==> config.mk <==
export PLATFORM = sky130hd
export DESIGN_NAME = mdnsu_unit
export DESIGN_NICKNAME = d
export VERILOG_FILES = /design/src/hdl/mdnsu_pkg.sv /design/src/hdl/mdnsu_unit.sv /design/src/hdl/mdnsu_divider.sv /design/src/hdl/mdnsu_shifter.sv
export VERILOG_INCLUDE_DIRS = /design/src /design/src/hdl
export SDC_FILE = /design/constraint.sdc
export NUM_CORES = 1
export LEC_CHECK = 0
export ABC_AREA = 1
export BUFFER_PORTS_ARGS = -buffer_cell sky130_fd_sc_hd__buf_2
export CAP_MARGIN = 20
export CORE_ASPECT_RATIO = 1.2
export CORE_MARGIN = 8
export CORE_UTILIZATION = 54
export DETAILED_ROUTE_END_ITERATION = 10
export PLACE_DENSITY = 0.7
export SLEW_MARGIN = 20
export SYNTH_ARGS = -nofsm -noshare
export SYNTH_HDL_FRONTEND = slang
export SYNTH_HIERARCHICAL = 1
export SYNTH_SLANG_ARGS = --single-unit
==> constraint.sdc <==
create_clock -name ref_clk -period 6.5 [get_ports ref_clk]
set_clock_uncertainty 0.2 [all_clocks]
set_input_delay 0.325 -clock ref_clk [delete_from_list [all_inputs] [get_ports ref_clk]]
set_output_delay 0.325 -clock ref_clk [all_outputs]
set_load 0.01 [all_outputs]
==> src/hdl/mdnsu_defines.svh <==
// constants of the multiply, divide, normalize and shift unit
`ifndef MDNSU_DEFINES_SVH
`define MDNSU_DEFINES_SVH

// access select codes: 3'h0..3'h5 pick an operand byte
`define MDNSU_SEL_BYTE_LAST 3'h5
`define MDNSU_SEL_CTRL 3'h6

// control/status field positions
`define MDNSU_ERR_BIT 7
`define MDNSU_OVF_BIT 6
`define MDNSU_DIR_BIT 5
`define MDNSU_SC_MSB 4
`define MDNSU_SC_LSB 0

// reset values
`define MDNSU_BYTE_RESET 8'h00
`define MDNSU_CTRL_RESET 8'h00
`define MDNSU_UNMAPPED_READ 8'h00

// timing and limits
`define MDNSU_DIV_LAST_STEP 5'h1f
`define MDNSU_SC_NORM 5'h00
`define MDNSU_SC_MAX 5'h1f
`define MDNSU_MUL_LIMIT 32'h0000ffff

`endif

==> src/hdl/mdnsu_pkg.sv <==
// types of the multiply, divide, normalize and shift unit
package mdnsu_pkg;

    typedef enum logic [3:0] {
        ST_IDLE = 4'h0,
        ST_W0 = 4'h1,
        ST_W01 = 4'h2,
        ST_W012 = 4'h3,
        ST_W0123 = 4'h4,
        ST_W01234 = 4'h5,
        ST_W014 = 4'h6,
        ST_W04 = 4'h7,
        ST_W041 = 4'h8,
        ST_DIV = 4'h9,
        ST_SHF = 4'ha,
        ST_READ = 4'hb
    } mdnsu_state_type;

    typedef enum logic [1:0] {
        OP_DIV32 = 2'h0,
        OP_DIV16 = 2'h1,
        OP_MUL = 2'h2,
        OP_SHIFT = 2'h3
    } mdnsu_op_type;

    typedef struct packed {
        logic wrEn;
        logic rdEn;
        logic [2:0] sel;
        logic [7:0] wrData;
    } mdnsu_access_type;

    typedef struct packed {
        logic errFlag;
        logic ovFlag;
        logic dirRight;
        logic [4:0] shiftCount;
    } mdnsu_ctrl_type;

    typedef struct packed {
        mdnsu_state_type state;
        mdnsu_op_type op;
        logic [2:0] readPos;
        logic [5:0][7:0] bytes;
        mdnsu_ctrl_type ctrl;
        logic [7:0] rdData;
        logic divStart;
        logic shfStart;
        logic busy;
    } mdnsu_top_type;

    typedef struct packed {
        logic busy;
        logic done;
        logic [4:0] step;
        logic [31:0] quot;
        logic [15:0] rem;
        logic [15:0] divisor;
    } mdnsu_div_type;

    typedef struct packed {
        logic busy;
        logic done;
        logic norm;
        logic right;
        logic [4:0] left;
        logic [4:0] count;
        logic [31:0] value;
    } mdnsu_shf_type;

endpackage

==> src/hdl/mdnsu_unit.sv <==
// multiply, divide, normalize and shift accelerator with its registers
`timescale 1ns/1ps
`include "mdnsu_defines.svh"

module mdnsu_unit (
    // clock and reset
    input wire logic ref_clk,
    input wire logic reset_n,
    // special function register access
    input wire mdnsu_pkg::mdnsu_access_type sfrAccess,
    output logic [7:0] sfrReadData,
    // status
    output logic [7:0] controlStatus,
    output logic busy
);
    import mdnsu_pkg::*;

    mdnsu_top_type st_q;
    mdnsu_top_type st_d;
    logic divDone;
    logic [31:0] divQuot;
    logic [15:0] divRem;
    logic shfDone;
    logic [31:0] shfResult;
    logic [4:0] shfCount;
    logic [31:0] product;
    logic [15:0] newDivisor;
    logic errSet;
    logic errClr;

    // byte index expected at each step of the result reads
    function automatic logic [2:0] readSel(mdnsu_op_type op,
                                           logic [2:0] pos);
        if (op == OP_DIV16 && pos[1])
            readSel = {2'b10, pos[0]};
        else
            readSel = pos;
    endfunction

    function automatic logic readLast(mdnsu_op_type op, logic [2:0] pos);
        if (op == OP_DIV32)
            readLast = (pos == 3'h5);
        else
            readLast = (pos == 3'h3);
    endfunction

    function automatic logic [7:0] ctrlByte(mdnsu_ctrl_type c);
        ctrlByte = {c.errFlag, c.ovFlag, c.dirRight, c.shiftCount};
    endfunction

    // the access addresses the control/status register
    function automatic logic isCtrl(logic [2:0] sel);
        isCtrl = (sel == `MDNSU_SEL_CTRL);
    endfunction

    // the access addresses one of the six operand bytes
    function automatic logic isByte(logic [2:0] sel);
        isByte = (sel <= `MDNSU_SEL_BYTE_LAST);
    endfunction

    // a zero count field asks for normalization, not a shift
    function automatic logic isNorm(logic [4:0] count);
        isNorm = (count == `MDNSU_SC_NORM);
    endfunction

    // an abandoned division keeps running; its done pulse is ignored
    // unless a division is still awaited
    mdnsu_divider divider (
        .ref_clk(ref_clk),
        .reset_n(reset_n),
        .start(st_q.divStart),
        .dividend(st_q.op == OP_DIV16 ?
                  {16'h0000, st_q.bytes[1], st_q.bytes[0]} :
                  st_q.bytes[3:0]),
        .divisor(st_q.bytes[5:4]),
        .done(divDone),
        .quotient(divQuot),
        .remainder(divRem)
    );

    // normalization and shifting share one iterative engine
    mdnsu_shifter shifter (
        .ref_clk(ref_clk),
        .reset_n(reset_n),
        .start(st_q.shfStart),
        .norm(isNorm(st_q.ctrl.shiftCount)),
        .right(st_q.ctrl.dirRight),
        .count(st_q.ctrl.shiftCount),
        .operand(st_q.bytes[3:0]),
        .done(shfDone),
        .result(shfResult),
        .shifts(shfCount)
    );

    // formed in the cycle of the last write so it lands with that write
    assign product = {16'h0000, st_q.bytes[1], st_q.bytes[0]} *
                     {16'h0000, sfrAccess.wrData, st_q.bytes[4]};
    assign newDivisor = {sfrAccess.wrData, st_q.bytes[4]};

    always_comb
    begin
        st_d = st_q;
        st_d.divStart = 1'b0;
        st_d.shfStart = 1'b0;
        errSet = 1'b0;
        errClr = 1'b0;

        // read data, answered one clock after the strobe
        if (sfrAccess.rdEn)
        begin
            if (isCtrl(sfrAccess.sel))
                st_d.rdData = ctrlByte(st_q.ctrl);
            else if (isByte(sfrAccess.sel))
                st_d.rdData = st_q.bytes[sfrAccess.sel];
            else
                st_d.rdData = `MDNSU_UNMAPPED_READ;
        end

        if (sfrAccess.rdEn && isCtrl(sfrAccess.sel))
            errClr = 1'b1;

        if (sfrAccess.rdEn && st_q.state == ST_READ &&
            sfrAccess.sel == readSel(st_q.op, st_q.readPos))
        begin
            if (readLast(st_q.op, st_q.readPos))
            begin
                st_d.state = ST_IDLE;
                errClr = 1'b1;
            end
            else
                st_d.readPos = st_q.readPos + 3'h1;
        end

        // operand byte writes and the write sequence tracker
        if (sfrAccess.wrEn && isByte(sfrAccess.sel))
        begin
            st_d.bytes[sfrAccess.sel] = sfrAccess.wrData;
            if (sfrAccess.sel == 3'h0)
            begin
                if (st_q.state != ST_IDLE)
                    errSet = 1'b1;
                st_d.state = ST_W0;
            end
            else
            begin
                unique case (st_q.state)
                    ST_IDLE:
                        st_d.state = ST_IDLE;
                    ST_W0:
                        if (sfrAccess.sel == 3'h1)
                            st_d.state = ST_W01;
                        else if (sfrAccess.sel == 3'h4)
                            st_d.state = ST_W04;
                        else
                            errSet = 1'b1;
                    ST_W01:
                        if (sfrAccess.sel == 3'h2)
                            st_d.state = ST_W012;
                        else if (sfrAccess.sel == 3'h4)
                            st_d.state = ST_W014;
                        else
                            errSet = 1'b1;
                    ST_W012:
                        if (sfrAccess.sel == 3'h3)
                            st_d.state = ST_W0123;
                        else
                            errSet = 1'b1;
                    ST_W0123:
                        if (sfrAccess.sel == 3'h4)
                            st_d.state = ST_W01234;
                        else
                            errSet = 1'b1;
                    ST_W04:
                        if (sfrAccess.sel == 3'h1)
                            st_d.state = ST_W041;
                        else
                            errSet = 1'b1;
                    ST_W01234, ST_W014:
                        if (sfrAccess.sel == 3'h5)
                        begin
                            st_d.op = (st_q.state == ST_W014) ?
                                      OP_DIV16 : OP_DIV32;
                            st_d.divStart = 1'b1;
                            st_d.state = ST_DIV;
                            st_d.ctrl.ovFlag = (newDivisor == 16'h0000);
                        end
                        else
                            errSet = 1'b1;
                    ST_W041:
                        if (sfrAccess.sel == 3'h5)
                        begin
                            st_d.op = OP_MUL;
                            st_d.bytes[3:0] = product;
                            st_d.readPos = 3'h0;
                            st_d.state = ST_READ;
                            st_d.ctrl.ovFlag = (product > `MDNSU_MUL_LIMIT);
                        end
                        else
                            errSet = 1'b1;
                    ST_DIV, ST_SHF, ST_READ:
                        errSet = 1'b1;
                    default:
                        errSet = 1'b1;
                endcase
                // an out-of-order write abandons the operation
                if (errSet)
                    st_d.state = ST_IDLE;
            end
        end

        // control writes: flag bits are owned by hardware
        if (sfrAccess.wrEn && isCtrl(sfrAccess.sel))
        begin
            st_d.ctrl.dirRight = sfrAccess.wrData[`MDNSU_DIR_BIT];
            st_d.ctrl.shiftCount =
                sfrAccess.wrData[`MDNSU_SC_MSB:`MDNSU_SC_LSB];
            if (st_q.state == ST_W0123)
            begin
                st_d.op = OP_SHIFT;
                st_d.shfStart = 1'b1;
                st_d.state = ST_SHF;
                st_d.ctrl.ovFlag =
                    isNorm(sfrAccess.wrData[`MDNSU_SC_MSB:`MDNSU_SC_LSB]) &&
                    st_q.bytes[3][7];
            end
        end

        if (divDone && st_q.state == ST_DIV)
        begin
            st_d.bytes[1:0] = divQuot[15:0];
            if (st_q.op == OP_DIV32)
                st_d.bytes[3:2] = divQuot[31:16];
            st_d.bytes[5:4] = divRem;
            st_d.readPos = 3'h0;
            st_d.state = ST_READ;
        end

        // shift or normalization result
        if (shfDone && st_q.state == ST_SHF)
        begin
            st_d.bytes[3:0] = shfResult;
            if (isNorm(st_q.ctrl.shiftCount))
                st_d.ctrl.shiftCount = shfCount;
            st_d.readPos = 3'h0;
            st_d.state = ST_READ;
        end

        if (errSet)
            st_d.ctrl.errFlag = 1'b1;
        else if (errClr)
            st_d.ctrl.errFlag = 1'b0;

        st_d.busy = (st_d.state == ST_DIV) || (st_d.state == ST_SHF);
    end

    always_ff @(posedge ref_clk or negedge reset_n)
    begin
        if (!reset_n)
            st_q <= '0;
        else
            st_q <= st_d;
    end

    assign sfrReadData = st_q.rdData;
    assign controlStatus = ctrlByte(st_q.ctrl);
    assign busy = st_q.busy;
endmodule

==> src/hdl/mdnsu_divider.sv <==
// iterative 32-by-16 restoring divider, one quotient bit per clock
`timescale 1ns/1ps
`include "mdnsu_defines.svh"

module mdnsu_divider (
    // clock and reset
    input wire logic ref_clk,
    input wire logic reset_n,
    // request
    input wire logic start,
    input wire logic [31:0] dividend,
    input wire logic [15:0] divisor,
    // result
    output logic done,
    output logic [31:0] quotient,
    output logic [15:0] remainder
);
    import mdnsu_pkg::*;

    mdnsu_div_type st_q;
    mdnsu_div_type st_d;
    logic [17:0] trial;

    always_comb
    begin
        st_d = st_q;
        st_d.done = 1'b0;
        trial = {1'b0, st_q.rem, st_q.quot[31]} - {2'b00, st_q.divisor};
        if (start)
        begin
            st_d.busy = 1'b1;
            st_d.step = 5'h00;
            st_d.quot = dividend;
            st_d.rem = 16'h0000;
            st_d.divisor = divisor;
        end
        else if (st_q.busy)
        begin
            // a borrow means the partial remainder stays as shifted
            if (trial[17])
                st_d.rem = {st_q.rem[14:0], st_q.quot[31]};
            else
                st_d.rem = trial[15:0];
            st_d.quot = {st_q.quot[30:0], ~trial[17]};
            st_d.step = st_q.step + 5'h01;
            if (st_q.step == `MDNSU_DIV_LAST_STEP)
            begin
                st_d.busy = 1'b0;
                st_d.done = 1'b1;
            end
        end
    end

    always_ff @(posedge ref_clk or negedge reset_n)
    begin
        if (!reset_n)
            st_q <= '0;
        else
            st_q <= st_d;
    end

    assign done = st_q.done;
    assign quotient = st_q.quot;
    assign remainder = st_q.rem;
endmodule

==> src/hdl/mdnsu_shifter.sv <==
// iterative 32-bit shifter and normalizer, one position per clock
`timescale 1ns/1ps
`include "mdnsu_defines.svh"

module mdnsu_shifter (
    // clock and reset
    input wire logic ref_clk,
    input wire logic reset_n,
    // request
    input wire logic start,
    input wire logic norm,
    input wire logic right,
    input wire logic [4:0] count,
    input wire logic [31:0] operand,
    // result
    output logic done,
    output logic [31:0] result,
    output logic [4:0] shifts
);
    import mdnsu_pkg::*;

    mdnsu_shf_type st_q;
    mdnsu_shf_type st_d;

    always_comb
    begin
        st_d = st_q;
        st_d.done = 1'b0;
        if (start)
        begin
            st_d.busy = 1'b1;
            st_d.norm = norm;
            st_d.right = right;
            st_d.left = count;
            st_d.count = 5'h00;
            st_d.value = operand;
        end
        else if (st_q.busy)
        begin
            if (st_q.norm)
            begin
                // a zero operand stops at the widest count field value
                if (st_q.value[31] || st_q.count == `MDNSU_SC_MAX)
                begin
                    st_d.busy = 1'b0;
                    st_d.done = 1'b1;
                end
                else
                begin
                    st_d.value = {st_q.value[30:0], 1'b0};
                    st_d.count = st_q.count + 5'h01;
                end
            end
            else if (st_q.left == 5'h00)
            begin
                st_d.busy = 1'b0;
                st_d.done = 1'b1;
            end
            else
            begin
                if (st_q.right)
                    st_d.value = {1'b0, st_q.value[31:1]};
                else
                    st_d.value = {st_q.value[30:0], 1'b0};
                st_d.left = st_q.left - 5'h01;
            end
        end
    end

    always_ff @(posedge ref_clk or negedge reset_n)
    begin
        if (!reset_n)
            st_q <= '0;
        else
            st_q <= st_d;
    end

    assign done = st_q.done;
    assign result = st_q.value;
    assign shifts = st_q.count;
endmodule

==> run metrics <==
outcome=finished clean; critical path endpoint category=flop; initial antenna violation count=1; critical path launch point type=flop; non-filler cells, final=3685; Crit-path slowest cell=fa_1; Detailed Place HPWL=53.5 mm; DP Cell Count=3633; Synth Instances=3241; Synth area leaders=dfrtp_1, fa_1, nand2_1; Die Wd=204 µm; drt first-iter violations=1978; clk slew on worst S/H paths=0.08 ns; fin nets=3461; Worst Max-Slew Pin Slew=1.10 ns; CTS Sinks=193; largest net degree at the start of global routing=74; Row Count=82; Synth top cells by count=nand2_1, inv_1, nand3_1; Area Growth Syn to Fin=3.70%; die height=241 µm; worst r2r src=newDivisor[6]$_DFFE_PN0P_; ratio of cells with drive above 1 in the final layout=9.37%; Top Ports=32; multi-input logic area=14300 µm²; CTS max path bufs=2; Vias=20700; initial core utilization=54.6%; post-synth top area share=21.2%; area of the mapped netlist=22800 µm²; total track usage=29.1%; setup TNS=0 ns; Hold Path Cell Cnt=3; Period Utilization, post-route=95.7%; Crit path max-delay family=adder cells; worst hold path type=input pin to flop; vias in the first global route=20500; commonest register cell after synthesis=dfrtp_1; Register-to-Register Path Depth=26; Routed WL=70.7 mm; syn avg cell area=7.03 µm²; Req. time, crit path=6.62 ns; Skew-Pair Late Insertion Delay=0.47 ns; root buffer cell=clkbuf_16; cell taking the most area after synthesis=dfrtp_1; setup slack after layout=0.282 ns; DR vias/cell=5.61; Netlist cell types=56; asr flop ratio synth=100%; Fmax achieved=0.161 GHz; CTS tree=done; design area=23600 µm²; IO Port Bufs=31; Routed Antenna Nets=0; DR pass1 iterations=6; sequential standard cell area=4860 µm²; H-tree Lvls=4; Top cell by count, worst path=nand2_1; Synth Register Bits=193; endpoints failing hold=0; # DRC=0; drt wl/cell=19.2 µm; Max Cap Viol=0; Std-Cell Core Area=41800 µm²; Hold EP=newDivisor[5]$_DFFE_PN0P_; top-count cell post-synth=nand2_1; final setup fails=0; CP bufs+invs=7; GRT overflow=0; global-route wire length before repair=113 mm; CP arrival=6.33 ns; slew margin rel.=26.4%; Place WS=-0.0612 ns; Worst path max stage delay=0.52 ns; CTS buffer count=17; Die Area=49100 µm²; Filler cells=3961; min-delay src=sfrAccess[5]; Post-synth EDFFs=0; critical path type=flop to flop; Slew Viols, Final=0; r2r setup slk=0.28 ns; gp weighted congestion=0.989; Max FO, Critical Path=5; Syn. warnings=6; sequential share of the synthesized area=21.2%; min Tclk post-route=6.22 ns; Post-DP Area=22700 µm²; capture point of the worst reg-to-reg path=st_q[38]$_DFF_PN0_; syn_nets=3577
-- worst register-to-register path: cells and delay by family, from the launching register on --
| family | cells | cell delay, ns |
|---|---|---|
| buf+inv | 7 | 0.63 |
| simple gates | 8 | 0.93 |
| flops | 1 | 0.51 |
| compound gates | 4 | 0.66 |
| fa+ha+maj | 7 | 3.12 |
-- area by class of cell --
cell class / instances / area share, %
antenna: 1 / 0.0106
tap: 546 / 2.89
timing repair buffer: 116 / 3.84
clock buffer: 19 / 1.92
sequential: 193 / 20.6
clock inverter: 13 / 0.482
inverter: 618 / 9.91
multi-input combinational: 2179 / 60.4
-- what timing repair did --
| item | 4_1_cts | 5_1_grt |
|---|---|---|
| endpoints found under the hold margin | 69 | 0 |
| hold buffers | 2 | 0 |
| resized for setup | 2 | 55 |
| setup buffers | 0 | 17 |
| gates cloned | 0 | 0 |
| setup endpoints to repair | 4 | 20 |
| pin swaps | 0 | 1 |
-- flip-flops by register name, summed over array words and instances (netlist names) --
| signal | count |
|---|---|
| st_q | 51 |
| newDivisor | 8 |
| shifter/shifts | 5 |
| divider/quotient | 32 |
| sfrReadData | 8 |
| divider/st_q | 22 |
| shifter/st_q | 8 |
| shifter/done | 1 |
| divider/remainder | 16 |
| shifter/result | 32 |
| controlStatus | 8 |
| divider/done | 1 |
| busy | 1 |
-- kinds of logic after synthesis --
logic type / count (synthesis) / share of synthesized area (%)
AOI/OAI and AO/OA: 349 / 9.09
xor gates and xnor gates: 23 / 0.884
adders and majority gates: 321 / 24.0
buffers and inverters: 869 / 16.9
DFF: 193 / 21.2
and+or+nand+nor: 1486 / 27.9
-- per-layer routing --
layer  track usage [%]  vias up  wire [µm]
met5                 0        -         41
met4              12.2        2       3430
met3              4.24      194       5330
met2              47.4      921      32500
met1              38.5     9966      29400
li1                  -     9584          -
-- placed cells by master (no fill, tap or decap), types with 4 or more instances in the layout --
master     instances
nand3_2           15
nor2_1           120
inv_4              6
or2_2              5
nor2_2            13
nand3b_1          20
fa_1             195
a22oi_1           20
inv_2             15
xor2_1            11
dfrtp_2           16
xnor2_1           12
nand2_2           27
ha_1             118
a21oi_1           88
ha_2               5
nand2_4            5
buf_4             73
buf_2             30
a21oi_2            7
clkbuf_16         17
buf_12             8
o221ai_1          13
dfrtp_1          174
o21ai_0          110
nand4_1           16
inv_1            595
nor2_8             5
nand2_1         1028
inv_8              4
o311ai_0           4
inv_6              6
o211ai_1          38
o21ai_1           41
o2111ai_1          6
nand3_1          193
nor3_1            13
nor2_4            13
and2_1             6
-- worst max-delay path by stage --
stage,start,to,slack (ns),cells past startpoint
after floorplan,st_q[26]$_DFFE_PN0P_,controlStatus[6]$_DFF_PN0_,0.58,31
after CTS,st_q[30]$_DFFE_PN0P_,controlStatus[6]$_DFF_PN0_,0.001,26
after detailed placement,st_q[28]$_DFFE_PN0P_,controlStatus[6]$_DFF_PN0_,-0.06,26
final,newDivisor[6]$_DFFE_PN0P_,st_q[38]$_DFF_PN0_,0.28,26
after global placement,st_q[29]$_DFFE_PN0P_,st_q[48]$_DFF_PN0_,-0.01,24
after global routing,newDivisor[6]$_DFFE_PN0P_,controlStatus[6]$_DFF_PN0_,-0.03,31
-- through the flow --
step           utilization, %  hold slack [ns]
2_1_floorplan               -           -0.171
3_3_place_gp             54.3            0.195
3_5_place_dp             54.3            0.202
4_1_cts                  55.7            0.215
5_1_grt                  56.6            0.233
6_report                 56.6            0.218
Power is not shown: default switching activity piles up to over one toggle a cycle in this logic, so the estimate is an artifact.
